$ cat src/verilog/spc_pkg.sv
// package: constants, register map and carriers for the snooze power sequencer
package spc_pkg;
    localparam int ADDR_W = 4;
    localparam logic [3:0] OFS_CTRL = 4'h0;
    localparam logic [3:0] OFS_ADC_MODE = 4'h1;
    localparam logic [3:0] OFS_ADC_CMD = 4'h2;
    localparam logic [3:0] OFS_STATUS = 4'h3;
    localparam logic [3:0] OFS_RESULT_BASE = 4'h8;
    // control fields
    localparam int CTRL_SLEEP_BIT = 0;
    localparam int CTRL_STANDBY_BIT = 1;
    localparam int CTRL_SNOOZE_EN_BIT = 2;
    // mode fields
    localparam int MODE_HW_BIT = 0;
    localparam int MODE_WAIT_BIT = 1;
    localparam int MODE_SCAN_BIT = 2;
    localparam int MODE_SEQ_BIT = 3;
    localparam int MODE_WAKE_SEL_BIT = 4;
    localparam int MODE_CH_LSB = 8;
    // command fields
    localparam int CMD_START_BIT = 0;
    localparam int CMD_POWER_BIT = 1;
    localparam logic [7:0] MODE_RESET = 8'h00;
    localparam logic [2:0] CHAN_RESET = 3'h0;
    // timing
    localparam int CLK_HZ = 10_000_000;
    localparam int STAB_NS = 1000;
    localparam int STAB_CYC = (STAB_NS * (CLK_HZ / 1_000_000) + 999) / 1000;
    localparam int CONV_CYC = 12;
    localparam int RES_W = 12;
    localparam int SCAN_N = 4;

    typedef enum logic [1:0] {
        SPC_NORMAL,
        SPC_SLEEP,
        SPC_STANDBY,
        SPC_SNOOZE
    } spc_mode_t;

    typedef enum logic [1:0] {
        SPC_ADC_OFF,
        SPC_ADC_STAB,
        SPC_ADC_CONV
    } spc_adc_t;

    typedef struct packed {
        logic [ADDR_W-1:0] addr;
        logic [15:0] wdata;
        logic wr;
        logic rd;
    } spc_bus_t;

    typedef struct packed {
        logic cpu_run;
        logic osc_run;
        logic periph_run;
        logic snooze_periph_run;
        logic retain;
    } spc_power_t;
endpackage : spc_pkg

$ cat src/verilog/spc_sequencer.sv
// module: low power mode sequencer with twelve bit converter control
`timescale 1ns/1ps
module spc_sequencer #(
    parameter int STAB = spc_pkg::STAB_CYC,
    parameter int CONV = spc_pkg::CONV_CYC
) (
    input wire logic ref_clk,
    input wire logic reset,
    input wire spc_pkg::spc_bus_t bus,
    output logic [15:0] rdata,
    input wire logic any_irq,
    input wire logic snooze_req,
    input wire logic external_pin_irq_zero,
    input wire logic rtc_alarm_or_period_event,
    input wire logic hw_trigger,
    input wire logic [spc_pkg::RES_W-1:0] sample_in,
    output logic [2:0] sample_chan,
    output spc_pkg::spc_power_t power,
    output spc_pkg::spc_mode_t lp_mode,
    output logic high_speed_internal_osc,
    output logic converter_power_enable,
    output logic scan_end
);
    typedef struct packed {
        spc_pkg::spc_mode_t mode;
        logic snooze_prev;
        logic [1:0] p0_sync;
        logic [1:0] p0_meta;
        logic [1:0] hw_meta;
        logic hw_prev;
        logic [1:0] rtc_ch;
        logic [7:0] adc_mode;
        logic [2:0] chan_sel;
        logic pwr;
        logic start_bit;
        spc_pkg::spc_adc_t adc;
        logic [15:0] cnt;
        logic [1:0] idx;
        logic done;
        logic [15:0] rdata;
        logic [3:0][spc_pkg::RES_W-1:0] res;
    } st_t;

    st_t s_reg;
    st_t s_next;
    logic p0_s;
    logic rtc_s;
    logic hw_s;
    logic wake;
    logic snooze_fall;
    logic [2:0] cur_ch;

    assign p0_s = s_reg.p0_sync[1];
    assign rtc_s = s_reg.rtc_ch[1];
    assign hw_s = s_reg.hw_meta[1];
    assign wake = p0_s | rtc_s;
    assign snooze_fall = s_reg.snooze_prev & ~snooze_req;
    // scan base above four wraps modulo eight; software keeps the base low
    assign cur_ch = s_reg.adc_mode[spc_pkg::MODE_SCAN_BIT] ? 3'(s_reg.chan_sel + {1'b0, s_reg.idx}) : s_reg.chan_sel;

    always_comb begin
        s_next = s_reg;
        s_next.p0_meta = {s_reg.p0_meta[0], external_pin_irq_zero};
        s_next.p0_sync = {s_reg.p0_sync[0], s_reg.p0_meta[1]};
        s_next.rtc_ch = {s_reg.rtc_ch[0], rtc_alarm_or_period_event};
        s_next.hw_meta = {s_reg.hw_meta[0], hw_trigger};
        s_next.hw_prev = hw_s;
        s_next.snooze_prev = snooze_req;
        s_next.done = 1'b0;
        s_next.rdata = 16'h0000;
        // register port
        if (bus.wr) begin
            case (bus.addr)
                spc_pkg::OFS_CTRL: begin
                    if (s_reg.mode == spc_pkg::SPC_NORMAL) begin
                        if (bus.wdata[spc_pkg::CTRL_STANDBY_BIT]) begin
                            s_next.mode = spc_pkg::SPC_STANDBY;
                        end else if (bus.wdata[spc_pkg::CTRL_SLEEP_BIT]) begin
                            s_next.mode = spc_pkg::SPC_SLEEP;
                        end
                    end
                end
                spc_pkg::OFS_ADC_MODE: begin
                    s_next.adc_mode = bus.wdata[7:0];
                    s_next.chan_sel = bus.wdata[spc_pkg::MODE_CH_LSB +: 3];
                end
                spc_pkg::OFS_ADC_CMD: begin
                    s_next.pwr = bus.wdata[spc_pkg::CMD_POWER_BIT];
                    s_next.start_bit = bus.wdata[spc_pkg::CMD_START_BIT];
                    if (!bus.wdata[spc_pkg::CMD_START_BIT]) begin
                        s_next.adc = spc_pkg::SPC_ADC_OFF;
                    end
                end
                default: begin
                end
            endcase
        end
        if (bus.rd) begin
            case (bus.addr)
                spc_pkg::OFS_ADC_MODE: s_next.rdata = {5'h00, s_reg.chan_sel, s_reg.adc_mode};
                spc_pkg::OFS_ADC_CMD: s_next.rdata = {14'h0000, s_reg.pwr, s_reg.start_bit};
                spc_pkg::OFS_STATUS: s_next.rdata = {12'h000, s_reg.adc, s_reg.mode};
                default: begin
                    if (bus.addr[3]) begin
                        s_next.rdata = {4'h0, s_reg.res[bus.addr[1:0]]};
                    end
                end
            endcase
        end
        // power mode sequencing
        case (s_reg.mode)
            spc_pkg::SPC_SLEEP: if (any_irq | wake) s_next.mode = spc_pkg::SPC_NORMAL;
            spc_pkg::SPC_STANDBY: begin
                if (wake) begin
                    s_next.mode = spc_pkg::SPC_NORMAL;
                end else if (snooze_req && !s_reg.snooze_prev) begin
                    s_next.mode = spc_pkg::SPC_SNOOZE;
                end
            end
            spc_pkg::SPC_SNOOZE: begin
                if (wake) begin
                    s_next.mode = spc_pkg::SPC_NORMAL;
                end else if (snooze_fall) begin
                    s_next.mode = spc_pkg::SPC_STANDBY;
                end
            end
            default: begin
            end
        endcase
        // converter sequencing; frozen in standby since its clock is gone
        if (s_reg.mode != spc_pkg::SPC_STANDBY) begin
            case (s_reg.adc)
                spc_pkg::SPC_ADC_OFF: begin
                    if (!s_reg.adc_mode[spc_pkg::MODE_HW_BIT]) begin
                        if (s_reg.start_bit && !s_reg.adc_mode[spc_pkg::MODE_WAIT_BIT] && s_reg.pwr) begin
                            s_next.adc = spc_pkg::SPC_ADC_CONV;
                            s_next.cnt = 16'h0000;
                            s_next.idx = 2'h0;
                        end else if (s_reg.start_bit && s_reg.adc_mode[spc_pkg::MODE_WAIT_BIT]) begin
                            s_next.adc = spc_pkg::SPC_ADC_STAB;
                            s_next.cnt = 16'h0000;
                        end
                    end else if (hw_s && !s_reg.hw_prev) begin
                        s_next.cnt = 16'h0000;
                        s_next.idx = 2'h0;
                        if (s_reg.adc_mode[spc_pkg::MODE_WAIT_BIT]) begin
                            s_next.adc = spc_pkg::SPC_ADC_STAB;
                        end else if (s_reg.pwr) begin
                            s_next.adc = spc_pkg::SPC_ADC_CONV;
                        end
                    end
                end
                spc_pkg::SPC_ADC_STAB: begin
                    s_next.cnt = s_reg.cnt + 16'h0001;
                    if (s_reg.cnt == 16'(STAB - 1)) begin
                        s_next.adc = spc_pkg::SPC_ADC_CONV;
                        s_next.cnt = 16'h0000;
                        s_next.idx = 2'h0;
                    end
                end
                spc_pkg::SPC_ADC_CONV: begin
                    s_next.cnt = s_reg.cnt + 16'h0001;
                    if (s_reg.cnt == 16'(CONV - 1)) begin
                        s_next.cnt = 16'h0000;
                        s_next.res[s_reg.adc_mode[spc_pkg::MODE_SCAN_BIT] ? s_reg.idx : 2'h0] = sample_in;
                        if (!s_reg.adc_mode[spc_pkg::MODE_SCAN_BIT] || s_reg.idx == 2'(spc_pkg::SCAN_N - 1)) begin
                            s_next.done = 1'b1;
                            s_next.idx = 2'h0;
                            if (!s_reg.adc_mode[spc_pkg::MODE_SEQ_BIT]) begin
                                s_next.adc = spc_pkg::SPC_ADC_OFF;
                                // a start written in this very cycle wins over the automatic clear
                                if (!(bus.wr && bus.addr == spc_pkg::OFS_ADC_CMD)) begin
                                    s_next.start_bit = 1'b0;
                                end
                            end
                        end else begin
                            s_next.idx = s_reg.idx + 2'h1;
                        end
                    end
                end
                default: s_next.adc = spc_pkg::SPC_ADC_OFF;
            endcase
        end
    end

    always_ff @(posedge ref_clk or posedge reset) begin
        if (reset) begin
            s_reg <= '0;
        end else begin
            s_reg <= s_next;
        end
    end

    // standby gates the oscillator and peripheral clocks; retain stays high in every mode
    always_comb begin
        power.cpu_run = (s_reg.mode == spc_pkg::SPC_NORMAL);
        power.osc_run = (s_reg.mode != spc_pkg::SPC_STANDBY);
        power.periph_run = (s_reg.mode == spc_pkg::SPC_NORMAL) || (s_reg.mode == spc_pkg::SPC_SLEEP);
        power.snooze_periph_run = (s_reg.mode == spc_pkg::SPC_SNOOZE);
        power.retain = 1'b1;
    end

    assign lp_mode = s_reg.mode;
    assign rdata = s_reg.rdata;
    assign scan_end = s_reg.done;
    assign sample_chan = cur_ch;
    assign converter_power_enable = s_reg.pwr || (s_reg.adc != spc_pkg::SPC_ADC_OFF);
    assign high_speed_internal_osc = power.osc_run || (s_reg.mode == spc_pkg::SPC_SNOOZE);
endmodule : spc_sequencer

$ cat config.mk
export PLATFORM = sky130hd
export DESIGN_NAME = spc_sequencer
export DESIGN_NICKNAME = d
export VERILOG_FILES = /design/src/verilog/spc_pkg.sv /design/src/verilog/spc_sequencer.sv
export SDC_FILE = /design/constraint.sdc
export NUM_CORES = 1
export LEC_CHECK = 0
export ABC_AREA = 1
export BUFFER_PORTS_ARGS = -buffer_cell sky130_fd_sc_hd__buf_2
export CORE_ASPECT_RATIO = 0.8
export CORE_MARGIN = 3
export CORE_UTILIZATION = 60
export CTS_CLUSTER_SIZE = 16
export DETAILED_ROUTE_END_ITERATION = 6
export MAX_ROUTING_LAYER = met4
export PLACE_DENSITY = 0.82
export SYNTH_ARGS = -nofsm -noshare
export SYNTH_HDL_FRONTEND = slang
export SYNTH_SLANG_ARGS = --single-unit
$ cat constraint.sdc
create_clock -name ref_clk -period 5.35 [get_ports ref_clk]
set_input_delay 0.2675 -clock ref_clk [delete_from_list [all_inputs] [get_ports ref_clk]]
set_output_delay 0.2675 -clock ref_clk [all_outputs]
set_load 0.01 [all_outputs]
==> results of run 1 <==
==> Yosys cell counts <==
cell type and n:
a2111oi_0 1, a21oi_1 31, a221oi_1 4, a22oi_1 6
buf_2 9, buf_4 19, buf_6 1, clkbuf_1 10
clkinv_1 1, conb_1 2, dfrtp_1 106, fa_1 1
ha_1 8, inv_1 72, mux2_2 6, nand2_1 180
nand2_2 1, nand3_1 28, nand4_1 18, nand4_2 3
nor2_1 46, nor2_2 1, nor2_4 2, nor3_1 17
nor3_4 1, nor4_1 2, o2111ai_1 1, o211ai_2 1
o21a_1 1, o21ai_0 27, o21ai_1 36, o21ai_2 1
o21bai_1 1, o22ai_1 1, or2_2 3, xnor2_1 2
==> power by group through the flow <==
stage                     Sequential (mW)  Clock (mW)  Combinational, mW
after floorplan                     0.885           0              0.310
after global placement              0.895           0              0.399
after detailed placement            0.898           0              0.413
after CTS                           0.882       0.578              0.420
after global routing                0.890       0.607              0.474
final                               0.883       0.564              0.423
==> worst max-delay path: cells and delay by family (launching register included) <==
kind | cells | cell delay, ns
DFF | 1 | 0.47
buffers and inverters | 2 | 0.27
adders and majority gates | 1 | 0.23
and+or+nand+nor | 3 | 1.14
AOI/OAI and AO/OA | 1 | 0.10
==> layout make-up <==
cell class | count | area share, %
clock buffer | 11 | 2.61
clock inverter | 5 | 1.49
inverter | 73 | 4.77
multi-input combinational | 435 | 36.9
sequential | 106 | 45.7
tap | 108 | 2.33
timing repair buffer | 66 | 6.17
==> timing repair <==
action,in CTS,in global routing
resized for setup,0,0
hold endpoints to repair,50,0
hold buffers,4,0
==> layout by cell type, fill, tap and decap left out, types with 4 or more instances in the layout <==
master	synthesis	routed
conb_1	2	5
dlygate4sd3_1	0	4
inv_1	72	71
ha_1	8	8
a221oi_1	4	4
nand4_1	18	18
nand2_1	180	180
o21ai_1	36	36
buf_2	9	59
clkbuf_8	0	11
dfrtp_1	106	106
nand3_1	28	28
nor2_1	46	46
mux2_2	6	6
o21ai_0	27	27
a21oi_1	31	31
nor3_1	17	17
a22oi_1	6	6
==> layer usage <==
metal  vias to the layer above  wire length [um]  track usage (%)
li1                       2170                 -                -
met1                      2108              5600             36.3
met2                       184              5180             36.0
met3                        15               996             6.17
met4                         0               154             7.59
met5                         -                 0                -
==> stage by stage <==
step                      power (mW)  hold slack (ns)
final                           1.87           0.0247
after global routing            1.97          0.00442
after CTS                       1.88          0.00640
after detailed placement        1.31            0.337
after global placement          1.29            0.333
after floorplan                 1.20            0.299
==> worst max-delay path by stage <==
stage | startpoint | endpoint | slack, ns
floorplan | reset | hw_s | 2.29
global placement | bus[19] | s_reg[84] | 2.95
CTS | s_reg[83] | s_reg[18] | 2.99
detailed placement | bus[19] | s_reg[84] | 2.94
global route | lp_mode[1] | s_reg[76] | 2.68
finish | s_reg[83] | s_reg[18] | 3.00
==> logic make-up after synthesis <==
| logic type | share of synthesized area (%) |
|---|---|
| multiplexers | 1.28 |
| flip-flops | 50.1 |
| other | 0.142 |
| buffers and inverters | 9.65 |
| AO/OA/AOI/OAI | 11.5 |
| XOR/XNOR | 0.331 |
| adder cells (fa/ha/maj) | 2.27 |
| AND/OR/NAND/NOR | 24.7 |
==> out/summary.txt, run 1 <==
Status = completed
Layout cell share with drive strength beyond 1 = 14.1%
Crit path largest cell delay = 0.58 ns
Num CTS Buffers = 9
Post-synth top area cell = dfrtp_1
Worst Hold Launch = snooze_req
Syn avg cell area = 8.14 um^2
Clock root buffer = clkbuf_8
Filler instances = 640
Critical Path Start Type = flip-flop
Sw Share = 32.5%
Distinct cells, synth = 36
Flop2flop setup slack = 3.00 ns
Final wirelength = 11900 um
Worst-skew pair later-pin latency = 0.38 ns
I/O pins = 70
Layout Utilization = 70.4%
TritonCTS clock tree = built
Crit-path cells = inv_1 -> ha_1 -> inv_1 -> nor3_4 -> nand4_2 -> nand2_1 -> o21ai_1
Nature of the critical path endpoint = flip-flop
Clock buffer depth = 2
Mapped Cells = 650
Flop pwr share = 47.2%
RSZ-0062 raised after global routing = false
Final Hold Vio Count = 0
Die ar. = 9990 um^2
Switching power total = 0.607 mW
Final antenna-violating net count = 0
Starting Density = 64.3%
Netlist Area Pre-Place = 5290 um^2
Period utilization = 44.0%
Clk_skew = 0.00932 ns
Via density = 5.57
Hold path depth = 1
HPWL Detailed = 8310 um
Count of synthesis-stage warnings from yosys = 0
R2r endpoint = s_reg[18]
Min-Delay Path Class = input pin to flip-flop
Worst Path Max Fanout = 24
IO Port Bufs = 59
Slowest cell on crit path = nand4_2
CORE AREA = 8240 um^2
Cell Count, Final, Fillers Out = 804
Area contributors post-synth = dfrtp_1, nand2_1, inv_1, o21ai_1, nor2_1
Largest register FFs = 83
Logic pwr share = 22.6%
MaxCap Viol Count = 0
Setup TNS = 0 ns
VDD IR max = 0.252 mV
Total global-route track usage = 25.4%
Worst r2r src = s_reg[83]
Rows = 29
Share of the synthesized area in the top cell type = 50.1%
Vias = 4477
Gr ovfl total = 0
Crit-path most repeated cell = inv_1
Max frequency = 425 MHz
DR DRC count = 0
Fin crit period = 2.35 ns
Setup WS pre-CTS = 2.94 ns
Internal = 1.26 mW
Die Wd = 111 um
Clock sink total = 106
Drt pass-1 iters = 7
Seq/Total Area, Yosys = 50.1%
Slew Viols, Final = 0
Hold endpoint = s_reg[107]
Die height = 90.0 um
Initial antenna violation count = 0
Multi-input logic area = 2140 um^2
Data required, critical path = 5.60 ns
CTS clock-pin slew for the worst setup and hold paths = 0.10 ns
Placer Congestion = 0.881
Pwr/cell area = 322 nW/um^2
Post-route cell area = 5800 um^2
Slew margin rel. = 25.0%
#FFs+latches synth = 106
Register area = 2650 um^2
Post-Place Cells = 784
Post-CTS setup buffer count = 0
CTS H-tree lvls = 3
DR iter-0 viols = 320
Final layout net count = 741
Clock share of power = 30.2%
Final setup viols = 0
Number of global-route vias before repair = 4185
Leak = 2.97 nW
Largest net degree at the start of global routing = 60
Drt wl/cell = 14.8 um
Worst slew pin tran = 1.12 ns
Area growth from synthesis to layout = 9.60%
N_diodes = 0
Fin worst setup slack = 3.00 ns
Post-DP Area = 5520 um^2
WS Path Type = flip-flop to flip-flop
Critical Path AT = 2.60 ns
First-pass GRT wire length = 20000 um
Reg2reg path depth = 7
Power figures use the tool's default switching activity.
==> run 2, diff against run 1 <==
- CORE_UTILIZATION: 60 -> 58
- PLACE_DENSITY: 0.82 -> 0.8
- clock period: 5.35 -> 2.4 ns (I/O delays scaled with it)
==> out/summary.txt, run 2 (synthesis gave the netlist of run 1 again) <==
Number of global-route vias before repair = 4365
Filler instances = 687
Fin Hold WS = 0.00838 ns
Initial antenna violation count = 0
Die height = 91.4 um
DR iter-0 viols = 414
Die Wd = 113 um
Max frequency = 487 MHz
Status = completed
HPWL Detailed = 8390 um
Slew Viols, Final = 0
Vias = 4533
VDD IR max = 0.558 mV
RSZ-0062 raised after global routing = false
Largest net degree at the start of global routing = 69
Worst r2r src = s_reg[83]
Clock buffer depth = 2
Reg2reg path depth = 13
Placer Congestion = 0.932
Switching power total = 1.42 mW
Critical Path AT = 1.93 ns
Most common cell after layout, fill and taps aside = nand2_1
Logic pwr share = 23.0%
Final wirelength = 12200 um
Min-Delay Path Class = input pin to flip-flop
Critical Path Start Type = flip-flop
Post-Place Cells = 799
WS Path Type = flip-flop to output pin
Cell Count, Final, Fillers Out = 823
Sw Share = 32.4%
Final setup viols = 0
Starting Density = 61.0%
Rows = 30
Worst slew pin tran = 0.729 ns
Setup TNS = 0 ns
Largest register FFs = 83
Slew margin rel. = 51.3%
Num CTS Buffers = 9
MaxCap Viol Count = 0
Final layout net count = 756
Pwr/cell area = 731 nW/um^2
Final Hold Vio Count = 0
Clock sink total = 106
Commonest non-fill, non-tap cells in the layout = nand2_1, dfrtp_1, inv_1
Multi-input logic area = 2140 um^2
Layout cell share with drive strength beyond 1 = 15.2%
Drt wl/cell = 14.9 um
Worst-skew pair later-pin latency = 0.35 ns
CTS H-tree lvls = 3
DR DRC count = 0
Period utilization = 85.6%
Drt pass-1 iters = 5
IO Port Bufs = 59
Gr ovfl total = 0
N_diodes = 0
Hold endpoint = s_reg[87]
First-pass GRT wire length = 20600 um
CTS clock-pin slew for the worst setup and hold paths = 0.07 ns
TritonCTS clock tree = built
I/O pins = 70
Internal = 2.96 mW
Worst Path Max Fanout = 6
R2r endpoint = s_reg[75]
Clock root buffer = clkbuf_16
Nature of the critical path endpoint = output pin
Area growth from synthesis to layout = 13.1%
Total global-route track usage = 25.7%
Register area = 2650 um^2
Final antenna-violating net count = 0
CORE AREA = 8670 um^2
Final Power = 4.38 mW
Leak = 3.05 nW
Flop pwr share = 45.0%
Flop2flop setup slack = 0.35 ns
Worst Hold Launch = bus[10]
Hold path depth = 2
Via density = 5.51
Post-route cell area = 5990 um^2
Data required, critical path = 2.28 ns
Die ar. = 10300 um^2
Post-CTS setup buffer count = 0
Clock share of power = 32.0%
Fin crit period = 2.05 ns
Post-DP Area = 5620 um^2
Clk_skew = 0.00917 ns
run 2: what timing repair did:
action,4_1_cts,5_1_grt
endpoints found under the hold margin,29,1
hold buffers,7,1
resized for setup,0,0
run 2: area by class of cell:
type | count | area share [%]
clock inverters | 5 | 0.648
multi-input cells | 435 | 35.8
clock buffers | 11 | 4.06
flip-flops and latches | 106 | 44.3
well taps | 112 | 2.34
inverters | 73 | 4.64
repair buffers | 81 | 8.24
run 2: stage by stage:
stage	setup WS (ns)	util, %
CTS	0.353	68.9
global route	0.183	69.0
global placement	0.522	64.9
floorplan	0.631	-
finish	0.345	69.0
detailed placement	0.434	64.9
run 2: worst max path at each step:
stage,startpoint,to,cells after the start
floorplan,s_reg[84],s_reg[66],10
global placement,s_reg[83],s_reg[75],13
detailed placement,s_reg[83],s_reg[75],13
CTS,s_reg[65],sample_chan[2],7
global route,s_reg[65],sample_chan[2],7
finish,s_reg[65],sample_chan[2],7
run 2: worst max-delay path, cell delays in order (launching register included):
cell,delay [ns]
dfrtp_1,0.51
ha_1,0.21
inv_1,0.05
fa_1,0.36
nor2_1,0.15
xnor2_1,0.13
inv_1,0.04
buf_2,0.13
run 2: per-layer routing:
| layer | global-route usage [%] | vias to the layer above | part of all wire, % |
|---|---|---|---|
| met5 | - | - | 0 |
| met4 | 5.31 | 0 | 0.83 |
| met3 | 6.33 | 12 | 7.6 |
| met2 | 38.0 | 165 | 45 |
| met1 | 36.2 | 2155 | 46 |
| li1 | - | 2201 | - |
run 2: power groups by stage:
stage | combinational (mW) | clock (mW) | sequential, mW
after floorplan | 0.692 | 0 | 1.97
after global placement | 0.944 | 0 | 1.99
after detailed placement | 0.973 | 0 | 2.00
after CTS | 0.994 | 1.43 | 1.97
after global routing | 1.13 | 1.51 | 1.98
final | 1.00 | 1.40 | 1.97
